<file path="config.mk">
export PLATFORM = sky130hd
export DESIGN_NAME = cpu_interrupt_sequencer
export DESIGN_NICKNAME = d
export VERILOG_FILES = /design/src/shared/irq_seq_pkg.sv /design/src/hw/request_latch.sv /design/src/hw/cpu_interrupt_sequencer.sv
export VERILOG_INCLUDE_DIRS = /design/src /design/src/shared
export SDC_FILE = /design/constraint.sdc
export NUM_CORES = 1
export LEC_CHECK = 0
export BUFFER_PORTS_ARGS = -buffer_cell sky130_fd_sc_hd__buf_2
export CORE_ASPECT_RATIO = 1.25
export CORE_UTILIZATION = 48
export CTS_CLUSTER_SIZE = 24
export DETAILED_ROUTE_END_ITERATION = 6
export GPL_TIMING_DRIVEN = 1
export PLACE_DENSITY = 0.76
export REMOVE_ABC_BUFFERS = 1
export SYNTH_ARGS = -nofsm -noshare
export SYNTH_HDL_FRONTEND = slang
export SYNTH_SLANG_ARGS = --single-unit
</file>
<file path="constraint.sdc">
create_clock -name core_clk -period 2.14 [get_ports core_clk]
set_input_delay 0.214 -clock core_clk [delete_from_list [all_inputs] [get_ports core_clk]]
set_output_delay 0.214 -clock core_clk [all_outputs]
set_load 0.03 [all_outputs]
</file>
<file path="src/shared/irq_seq_params.svh">
// offsets, field positions, reset values and counts of the sequencer
`ifndef IRQ_SEQ_PARAMS_SVH
`define IRQ_SEQ_PARAMS_SVH

// bytes of machine state saved per serviced interrupt
`define STACK_BYTES 3'h5
`define STACK_LAST 3'h4
// timer counter values that mark the decrement onto zero
`define TIMER_ONE 8'h01
`define TIMER_ZERO 8'h00
// miscellaneous register bit that disables the second request
`define MISC_SECOND_DIS_BIT 6
// reset values: flags clear, masks set
`define RST_FLAG 1'b0
`define RST_MASK 1'b1
// default vector addresses, overridable per instance
`define VEC_EXT_DEFAULT 16'hfffa
`define VEC_TIMER_DEFAULT 16'hfff8
`define VEC_TWAIT_DEFAULT 16'hfff6
`define VEC_SWT_DEFAULT 16'hfffc

`endif

</file>
<file path="src/shared/irq_seq_pkg.sv">
// types shared by the interrupt sequencer and its request latch
package irq_seq_pkg;

    typedef enum logic [2:0] {
        ST_IDLE = 3'b000,
        ST_STACK = 3'b001,
        ST_VECTOR = 3'b010,
        ST_UNSTACK = 3'b011,
        ST_WAIT = 3'b100
    } seq_state_t;

    typedef enum logic [1:0] {
        SRC_EXT = 2'b00,
        SRC_SECOND = 2'b01,
        SRC_TIMER = 2'b10,
        SRC_SOFT = 2'b11
    } irq_src_t;

    // request latch state
    typedef struct packed {
        logic line_prev;
        logic held;
    } req_latch_t;

    // whole sequencer state
    typedef struct packed {
        seq_state_t state;
        irq_src_t src;
        logic [2:0] count;
        logic i_bit;
        logic timer_request_flag;
        logic timer_request_mask_bit;
        logic [7:0] timer_prev;
        logic woke_by_timer;
        logic line_level;
        logic [15:0] vector_addr;
        logic vector_load;
        logic stack_push;
        logic stack_pop;
        logic wake;
    } seq_regs_t;

endpackage

</file>
<file path="src/hw/request_latch.sv">
// holds one external request line as a pending request
`timescale 1ns/1ns
`include "irq_seq_params.svh"

module request_latch #(
    parameter bit LEVEL_SENSE = 1'b0
) (
    input wire logic core_clk,
    input wire logic rst_n,
    input wire logic request_n,
    input wire logic ack,
    output logic pending
);

    irq_seq_pkg::req_latch_t r;
    irq_seq_pkg::req_latch_t next_r;
    logic fall;

    // falling edge only: line must return high to re-arm the latch
    assign fall = r.line_prev & ~request_n;

    always_comb begin
        next_r = r;
        next_r.line_prev = request_n;
        if (ack) begin
            next_r.held = `RST_FLAG;
        end
        // a new edge in the ack cycle is kept, set beats clear
        if (fall) begin
            next_r.held = 1'b1;
        end
    end

    // level mode follows the wire-ored line directly
    assign pending = LEVEL_SENSE ? ~request_n : r.held;

    always_ff @(posedge core_clk) begin
        if (!rst_n) begin
            r.line_prev <= 1'b1;
            r.held <= `RST_FLAG;
        end else begin
            r <= next_r;
        end
    end

endmodule

</file>
<file path="src/hw/cpu_interrupt_sequencer.sv">
// interrupt recognition, priority, stacking and vectoring of the core
// How it works
// requests wait for instruction completion
// external beats timer; timer stays pending
// branch sees primary line despite mask
// timer flag sets on count 01 to 00
// timer interrupt needs global mask clear
// set mask, stack, load vector, run
// timer wake from wait uses wait vector
// external wake leaves normal timer vector
// servicing never clears the timer flag
// return instruction unstacks and resumes program
// global mask set blocks all hardware
// second request needs misc bit 6 clear
// level option only on static variant
// edge requests latched internally
// source holds line low one cycle; the bench source model holds it low for len cycles, 1 to 3
// source releases line high to re-arm
// second request shares the timer vector
// software trap ignores the global mask
// pending hardware holds off instruction fetch
// software trap has its own vector
// reset clears flags, sets masks
// five stack bytes per interrupt
// flag cleared before service drops interrupt
// vector addresses are block parameters
`timescale 1ns/1ns
`include "irq_seq_params.svh"

module cpu_interrupt_sequencer #(
    parameter bit STATIC_LOGIC = 1'b1,
    parameter bit LEVEL_SENSE = 1'b0,
    parameter logic [15:0] VEC_EXT = `VEC_EXT_DEFAULT,
    parameter logic [15:0] VEC_TIMER = `VEC_TIMER_DEFAULT,
    parameter logic [15:0] VEC_TIMER_WAIT = `VEC_TWAIT_DEFAULT,
    parameter logic [15:0] VEC_SOFT = `VEC_SWT_DEFAULT
) (
    input wire logic core_clk,
    input wire logic rst_n,
    // external request pins, active low, and the miscellaneous register
    input wire logic ext_request_n,
    input wire logic second_external_request_pin_n,
    input wire logic [7:0] misc_reg,
    // timer counter and its control bits
    input wire logic [7:0] timer_count,
    input wire logic timer_ctrl_write,
    input wire logic timer_flag_wdata,
    input wire logic timer_mask_wdata,
    // core sequencer events, one-cycle pulses, and the restored mask bit level
    input wire logic instr_done,
    input wire logic mask_set,
    input wire logic mask_clear,
    input wire logic software_trap_instruction,
    input wire logic return_from_trap_instruction,
    input wire logic wait_enter,
    input wire logic restored_i_bit,
    // status and sequencing outputs
    output logic i_bit,
    output logic timer_request_flag,
    output logic timer_request_mask_bit,
    output logic request_line_level,
    output logic fetch_hold,
    output logic in_wait,
    output logic wake,
    output logic stack_push,
    output logic stack_pop,
    output logic [2:0] stack_index,
    output logic vector_load,
    output logic [15:0] vector_addr,
    output logic [1:0] service_source
);

    irq_seq_pkg::seq_regs_t r;
    irq_seq_pkg::seq_regs_t next_r;
    logic ext_pending;
    logic second_pending;
    logic ext_ack;
    logic second_ack;
    logic timer_event;
    logic timer_live;
    logic ext_live;
    logic second_live;
    logic hw_live;
    irq_seq_pkg::irq_src_t hw_src;

    // dynamic variant cannot hold a level request
    localparam bit LEVEL_OK = STATIC_LOGIC & LEVEL_SENSE;

    request_latch #(
        .LEVEL_SENSE(LEVEL_OK)
    ) u_ext_latch (
        .core_clk(core_clk),
        .rst_n(rst_n),
        .request_n(ext_request_n),
        .ack(ext_ack),
        .pending(ext_pending)
    );

    request_latch #(
        .LEVEL_SENSE(LEVEL_OK)
    ) u_second_latch (
        .core_clk(core_clk),
        .rst_n(rst_n),
        .request_n(second_external_request_pin_n),
        .ack(second_ack),
        .pending(second_pending)
    );

    // vector for a source; wait flag picks the timer wait vector
    function automatic logic [15:0] pick_vector(
        input irq_seq_pkg::irq_src_t src,
        input logic from_wait
    );
        logic [15:0] v;
        v = VEC_EXT;
        case (src)
            irq_seq_pkg::SRC_EXT: v = VEC_EXT;
            irq_seq_pkg::SRC_SECOND: v = VEC_TIMER;
            irq_seq_pkg::SRC_TIMER: begin
                v = from_wait ? VEC_TIMER_WAIT : VEC_TIMER;
            end
            irq_seq_pkg::SRC_SOFT: v = VEC_SOFT;
            default: v = VEC_EXT;
        endcase
        return v;
    endfunction

    // byte counter shared by the push and pop runs
    function automatic logic [2:0] step_count(input logic [2:0] c);
        return c + 3'h1;
    endfunction

    // last byte of a five-byte run, for entry and return alike
    function automatic logic run_end(input logic [2:0] c);
        return c == `STACK_LAST;
    endfunction

    // decrement onto zero, seen as a change of the counter value
    // the counter lives outside; only its value is watched here
    assign timer_event = (r.timer_prev == `TIMER_ONE) &&
                         (timer_count == `TIMER_ZERO);

    // qualify each source; the global mask gates all of them
    assign ext_live = ext_pending & ~r.i_bit;
    assign second_live = second_pending & ~r.i_bit &
                         ~misc_reg[`MISC_SECOND_DIS_BIT];
    assign timer_live = r.timer_request_flag &
                        ~r.timer_request_mask_bit & ~r.i_bit;
    assign hw_live = ext_live | second_live | timer_live;

    // external sources first, timer last
    always_comb begin
        if (ext_live) begin
            hw_src = irq_seq_pkg::SRC_EXT;
        end else if (second_live) begin
            hw_src = irq_seq_pkg::SRC_SECOND;
        end else begin
            hw_src = irq_seq_pkg::SRC_TIMER;
        end
    end

    // next-state logic for the whole sequencer
    always_comb begin
        next_r = r;
        next_r.timer_prev = timer_count;
        next_r.line_level = ext_request_n;
        next_r.vector_load = 1'b0;
        next_r.stack_push = 1'b0;
        next_r.stack_pop = 1'b0;
        next_r.wake = 1'b0;
        ext_ack = 1'b0;
        second_ack = 1'b0;

        // software mask control from the core
        if (mask_set) begin
            next_r.i_bit = 1'b1;
        end else if (mask_clear) begin
            next_r.i_bit = 1'b0;
        end

        // software write first, so a same-cycle count event wins
        if (timer_ctrl_write) begin
            next_r.timer_request_flag = timer_flag_wdata;
            next_r.timer_request_mask_bit = timer_mask_wdata;
        end
        if (timer_event) begin
            next_r.timer_request_flag = 1'b1;
        end

        case (r.state)
            irq_seq_pkg::ST_IDLE: begin
                if (instr_done && hw_live) begin
                    // taken only at an instruction boundary
                    next_r.state = irq_seq_pkg::ST_STACK;
                    next_r.src = hw_src;
                    next_r.i_bit = 1'b1;
                    next_r.count = 3'h0;
                    next_r.woke_by_timer = 1'b0;
                    ext_ack = (hw_src == irq_seq_pkg::SRC_EXT);
                    second_ack = (hw_src == irq_seq_pkg::SRC_SECOND);
                end else if (software_trap_instruction) begin
                    // non-maskable: taken whatever the mask holds
                    next_r.state = irq_seq_pkg::ST_STACK;
                    next_r.src = irq_seq_pkg::SRC_SOFT;
                    next_r.i_bit = 1'b1;
                    next_r.count = 3'h0;
                    next_r.woke_by_timer = 1'b0;
                end else if (return_from_trap_instruction) begin
                    next_r.state = irq_seq_pkg::ST_UNSTACK;
                    next_r.count = 3'h0;
                end else if (wait_enter) begin
                    next_r.state = irq_seq_pkg::ST_WAIT;
                end
            end
            irq_seq_pkg::ST_WAIT: begin
                // no instruction runs, so any live request wakes
                if (hw_live) begin
                    next_r.state = irq_seq_pkg::ST_STACK;
                    next_r.src = hw_src;
                    next_r.i_bit = 1'b1;
                    next_r.count = 3'h0;
                    next_r.wake = 1'b1;
                    // only a timer wake earns the wait vector
                    next_r.woke_by_timer =
                        (hw_src == irq_seq_pkg::SRC_TIMER);
                    ext_ack = (hw_src == irq_seq_pkg::SRC_EXT);
                    second_ack = (hw_src == irq_seq_pkg::SRC_SECOND);
                end
            end
            irq_seq_pkg::ST_STACK: begin
                // mask already set, now save the machine state
                next_r.stack_push = 1'b1;
                next_r.count = step_count(r.count);
                if (run_end(r.count)) begin
                    next_r.state = irq_seq_pkg::ST_VECTOR;
                end
            end
            irq_seq_pkg::ST_VECTOR: begin
                // count keeps five here so stack_index shows the run
                // flag is left alone; software must clear it
                next_r.vector_addr = pick_vector(r.src,
                                                 r.woke_by_timer);
                next_r.vector_load = 1'b1;
                next_r.woke_by_timer = 1'b0;
                next_r.state = irq_seq_pkg::ST_IDLE;
            end
            irq_seq_pkg::ST_UNSTACK: begin
                next_r.stack_pop = 1'b1;
                next_r.count = step_count(r.count);
                if (run_end(r.count)) begin
                    // mask comes back from the saved condition codes
                    next_r.i_bit = restored_i_bit;
                    next_r.state = irq_seq_pkg::ST_IDLE;
                end
            end
            default: begin
                next_r.state = irq_seq_pkg::ST_IDLE;
            end
        endcase
    end

    // sequencer registers; masks come up set, flags clear
    // vector_addr reads zero until the first service is taken
    always_ff @(posedge core_clk) begin
        if (!rst_n) begin
            r.state <= irq_seq_pkg::ST_IDLE;
            r.src <= irq_seq_pkg::SRC_EXT;
            r.count <= 3'h0;
            r.i_bit <= `RST_MASK;
            r.timer_request_flag <= `RST_FLAG;
            r.timer_request_mask_bit <= `RST_MASK;
            r.timer_prev <= `TIMER_ZERO;
            r.woke_by_timer <= 1'b0;
            r.line_level <= 1'b1;
            r.vector_addr <= 16'h0000;
            r.vector_load <= 1'b0;
            r.stack_push <= 1'b0;
            r.stack_pop <= 1'b0;
            r.wake <= 1'b0;
        end else begin
            r <= next_r;
        end
    end

    // hold the fetch while hardware is owed service or in sequence
    // combinational so the core stalls in the cycle a request goes
    // live; a registered hold would let one more fetch slip through
    assign fetch_hold = hw_live ||
                        (r.state != irq_seq_pkg::ST_IDLE);

    // registered status and sequencing outputs
    assign i_bit = r.i_bit;
    assign timer_request_flag = r.timer_request_flag;
    assign timer_request_mask_bit = r.timer_request_mask_bit;
    assign request_line_level = r.line_level;
    assign in_wait = (r.state == irq_seq_pkg::ST_WAIT);
    assign wake = r.wake;
    assign stack_push = r.stack_push;
    assign stack_pop = r.stack_pop;
    assign stack_index = r.count;
    assign vector_load = r.vector_load;
    assign vector_addr = r.vector_addr;
    assign service_source = r.src;

endmodule

</file>
* Word-level counts from Yosys, hierarchy flattened
Index checks and enable logic that the tools add are counted. Widths: inputs -> output; s select.
Storage, ports and cells: bits in read-only memories 0, latch bits 0, RAM bits 0, logic and storage cells 111, input bits 30, memories 0, flip-flop bits (word level) 44
Operators by class: divide/modulo/power cells 0, eq/ne operators 17, add/subtract/negate cells 1, multiplexer cells 42, $lt $le $gt $ge 0, shift-type cells 0, reduce and logical (&&, ||, !) cells 20, multipliers 0, bitwise gates (word level) 14
Operators by type and width (count):
- $pmux 16 s4 | 1
- $mux 3 | 7
- $mux 1 | 20
- $mux 9 | 2
- $pmux 3 s4 | 1
- $pmux 3 s3 | 1
- $reduce_and 3->1 | 3
- $reduce_bool 3->1 | 3
- $eq 8x1->1 const B | 1
- $logic_not 8->1 | 1
- $mux 2 | 4
- $reduce_bool 2->1 | 4
- $and 1x1->1 | 7
- $eq 2x2->1 const B | 3
- $eq 3x2->1 const B | 2
- $eq 3x3->1 const B | 2
- $pmux 1 s3 | 2
- $ne 5x5->1 const B | 1
- $not 1->1 | 5
- $eq 2x1->1 const B | 2
- $logic_not 2->1 | 2
- $mux 4 | 1
- $ne 2x2->1 const B | 2
- $ne 4x4->1 const B | 1
- other kinds (13) | 16

* Depth between registers and ports, before layout
depth after elaboration 10, depth in mapped cells 7, depth with buffers taken out 7

* Hierarchy
From an unflattened synthesis, not the netlist that was laid out.
Unflattened totals: cell total of the unflattened synthesis 178, area total of the unflattened synthesis 1630.3 um2
Modules (own cells, without submodules):
- cpu_interrupt_sequencer | sequential area each 580.6 um2, area each 1490.2 um2, cells an instance 166, times used 1
- request_latch | sequential area each 40.0 um2, area each 70.1 um2, cells an instance 6, times used 2

* Worst setup path before layout
OpenSTA, ideal clock, no wires.
kind register to register, start point reg, netlist name timer_request_flag, end point reg r, in the netlist service_source[0], stages on the path, launching flop included 7, setup time 0.122 ns, setup slack 0.262 ns, required time 2.018 ns, data arrival time 1.756 ns, path through dfxtp_1 > nand2b_4 > a311oi_4 > nor2_2 > or2_1 > buf_6 > o311a_1
Between the ends: cells in the longest elaborated chain, start to end 6, elaborated cells on any way between the ends 9, those cells by class 2 x eq/ne; 2 x mux; 3 x bitwise; 2 x reduce/logical
Ends and longest elaborated chain:
- $and 1x1->1 * | line cpu_interrupt_sequencer.sv:147 | assign timer_live = r.timer_request_flag &
- $and 1x1->1 * | line cpu_interrupt_sequencer.sv:148 | ~r.timer_request_mask_bit & ~r.i_bit;
- $or 1x1->1 * | line cpu_interrupt_sequencer.sv:149 | assign hw_live = ext_live | second_live | timer_live;
- $logic_and 1x1->1 | line cpu_interrupt_sequencer.sv:192 | if (instr_done && hw_live) begin
- $ne 3x3->1 (no line) / $mux 9 (equally long branches)
- $reduce_and 3->1 (no line) / $pmux 2 s2 (equally long branches)
- end signal, assigned | line cpu_interrupt_sequencer.sv:281 | r <= next_r;
- end, declared | line cpu_interrupt_sequencer.sv:73 | irq_seq_pkg::seq_regs_t r;
Every way passes the cells marked *; elsewhere a longest branch is shown, timed or not. A chain may end at the register's enable or synchronous reset.

* Worst setup path after layout
start point reg r[39] (netlist bit), end point reg r, in the netlist service_source[0]
Between the ends: cells in the longest elaborated chain, start to end 3, elaborated cells on any way between the ends 7, those cells by class 3 x eq/ne; 1 x mux; 3 x reduce/logical
Ends and longest elaborated chain:
- $eq 3x3->1 / $logic_not 3->1 (equally long branches) | line cpu_interrupt_sequencer.sv:190 | case (r.state)
- $ne 2x1->1 (no line), or another cell as far along
- $reduce_and 3->1 (no line)
Several ways; a longest one is shown, not always the timed one.

==> flow_summary_export.csv <==
group,metric,value,unit
power,powerDensity,1206,mW/mm²
placement,hpwl,2.150,mm
global_route,grt_usage,0.1835,
timing,finClkSkew,0.006376,ns
clock_network,postCtsHoldBufs,0,
floorplanning,die-area,0.003462,mm²
global_route,grt_max_degree,24,
drt,drtIter0Drc,16,
clock_network,worstSkewPairLatency,0.33,ns
critical_path,critPathKind,"register to register",
synthesis,synth_edf_count,0,
drt,first_pass_iters,4,
placement,placed_area,0.001698,mm²
clock_network,cts_tree,"built",
finish,drive_above_1_share,0.3476,
clock_network,cts-root-buf,"clkbuf_4",
floorplanning,die_y,65.54,µm
finish,synthToLayoutAreaGrowth,13.32,%
drt,routedWlPerCell,11.63,µm
global_route,grt_antenna_before_repair,0,
finish,antennaDiodeCount,0,
synthesis,syn_inst,172,
timing,totalNegativeSetupSlack,0,ns
timing,max_freq,555.0,MHz
drt,drc,0,
synthesis,seq_area_frac_synth,0.4132,
drt,routed_wl,2.861,mm
critical_path,rr_worst_depth,5,
synthesis,synth.distinct_cells,42,
synthesis,synth_top_area_frac,0.4132,
clock_network,htreeDepth,2,
timing,setup_violations,0,
placement,gp_congestion,0.8094,
power,peakVddDrop,884.1,µV
timing,post-route-period-util,0.8419,
finish,fill_cells,287,
finish,nets,241,
synthesis,async_flop_share,0,
synthesis,synth.area.top_cells,"dfxtp_1, buf_4, nor2_1, and2_1, a21oi_1",
synthesis,synth_area,0.001550,mm²
floorplanning,start_util,0.5167,
critical_path,cp_max_fo,9,
clock_network,cts.sinks,32,
synthesis,synth_top_area_cell,"dfxtp_1",
clock_network,post_cts_buffers,0,
run_status,status,"complete, no violations",
flow_run,cap_violations,0,
clock_network,cts_resized,0,
floorplanning,die_x,52.83,µm
synthesis,synth_most_common_cell,"dfxtp_1",
clock_network,cts_buffers,5,
placement,portBuffers,52,
min_path,hold_depth,2,
drt,vias,1229,
global_route,grt_pass1_vias,1070,
timing,min_period,1.802,ns
drt,vias_per_cell,4.996,
global_route,gr-total-overflow,0,
power,total_power,2.118,mW
clock_network,cts_buffer_depth,2,
critical_path,critPathLaunchType,"register",
timing,finalMaxSlewViolations,0,
critical_path,cp.required,2.37,ns
synthesis,synthTopCellsByCount,"dfxtp_1, buf_4, nor2_1, a21oi_1, nand2_1",
timing,final_hold_viol_count,0,
floorplanning,core,0.003000,mm²
power,p_leak,0.8248,nW
floorplanning,rows,22,
synthesis,ys_warn_count,0,
clock_network,clkTransAtPathRegs,0.09,ns
synthesis,synth_area_per_cell,9.013,µm²
timing,fin_hold_ws,0.09122,ns
synthesis,synth_seq_cells,32,
finish,finalInstanceArea,0.001757,mm²
critical_path,critical_path_arrival,2.03,ns
min_path,holdCritPathClass,"primary input to register",
drt,postRouteAntennaNets,0,
critical_path,end_kind,"register",
timing,grt_setup_unrepaired,"false",
floorplanning,ios,61,
global_route,grt_pass1_wl,4.567,mm
synthesis,synth_ff_type,"dfxtp_1",
-- per-stage QoR --
stage / util / setup WS [ns] / cells
after floorplan: - / -0.8012 / 145
after global placement: 0.5659 / 0.3552 / 238
after detailed placement: 0.5659 / 0.3514 / 238
after CTS: 0.5855 / 0.3298 / 246
after global routing: 0.5855 / 0.2237 / 246
final: 0.5855 / 0.3383 / 246
-- sequential cells by signal, summed over array words and instances (netlist names) --
signal                  count
r                          12
vector_addr                 4
stack_index                 3
service_source              2
i_bit                       1
stack_pop                   1
stack_push                  1
timer_request_flag          1
timer_request_mask_bit      1
u_ext_latch.pending         1
u_ext_latch.r               1
u_second_latch.pending      1
u_second_latch.r            1
vector_load                 1
wake                        1
-- power by group --
group | total, mW | switching (mW) | internal (mW)
clock network | 0.352 | 0.190 | 0.162
registers | 0.807 | 0.109 | 0.698
logic | 0.959 | 0.632 | 0.327
total | 2.12 | 0.931 | 1.19
-- logic make-up after synthesis --
| logic type | share of synthesized area |
|---|---|
| AND/OR/NAND/NOR | 0.2381 |
| flip-flops | 0.4132 |
| other | 0.002419 |
| adder cells (fa/ha/maj) | 0.01614 |
| buffers and inverters | 0.1429 |
| multiplexers | 0.02583 |
| AO/OA/AOI/OAI | 0.1614 |
-- critical path: stages (launching register included) --
cell and delay, ns:
dfxtp_1 0.51, nor3b_4 0.11, o21ai_1 0.26, o21ai_2 0.13
or2_1 0.32, o311a_1 0.37
-- cells in the final DEF, fill, tap and decap left out, types with 2 or more instances in the layout --
cell type and count:
buf_2 52, dfxtp_1 32, nor2_1 17, nand2_1 11, a21oi_1 11, and2_1 9, inv_1 7, o21ai_0 7
nor3_1 5, clkbuf_4 5, buf_4 5, mux2i_1 4, nor2b_1 3, nor4_1 3, nand2b_1 3, nand2b_4 2
o211ai_1 2, nand4_1 2, nand3_1 2, and3_1 2, ha_1 2, clkbuf_1 2
-- final cells by class --
| cell class | instances | area [µm²] | area share |
|---|---|---|---|
| Sequential cell | 32 | 640.6 | 0.3647 |
| Timing Repair Buffer | 57 | 297.8 | 0.1695 |
| Inverter | 7 | 26.28 | 0.01496 |
| Clock buffer | 8 | 58.81 | 0.03348 |
| Tap cell | 36 | 45.04 | 0.02564 |
| Multi-Input combinational cell | 106 | 688.2 | 0.3917 |
-- routing by layer --
| layer | track usage | routed length (µm) |
|---|---|---|
| met1 | 0.1991 | 1211 |
| met2 | 0.3101 | 1382 |
| met3 | 0.07176 | 212 |
| met4 | 0.07566 | 54 |
| met5 | 0 | 0 |
-- worst paths after layout --
check | slack (ns) | startpoint | to
min reg2reg | 0.46 | u_second_latch.r[1] | u_second_latch.pending
max reg2reg | 0.34 | r[39] | service_source[0]
max | 0.34 | r[39] | service_source[0]
min | 0.09 | second_external_request_pin_n | u_second_latch.r[1]
(Power assumes the default switching activity.)
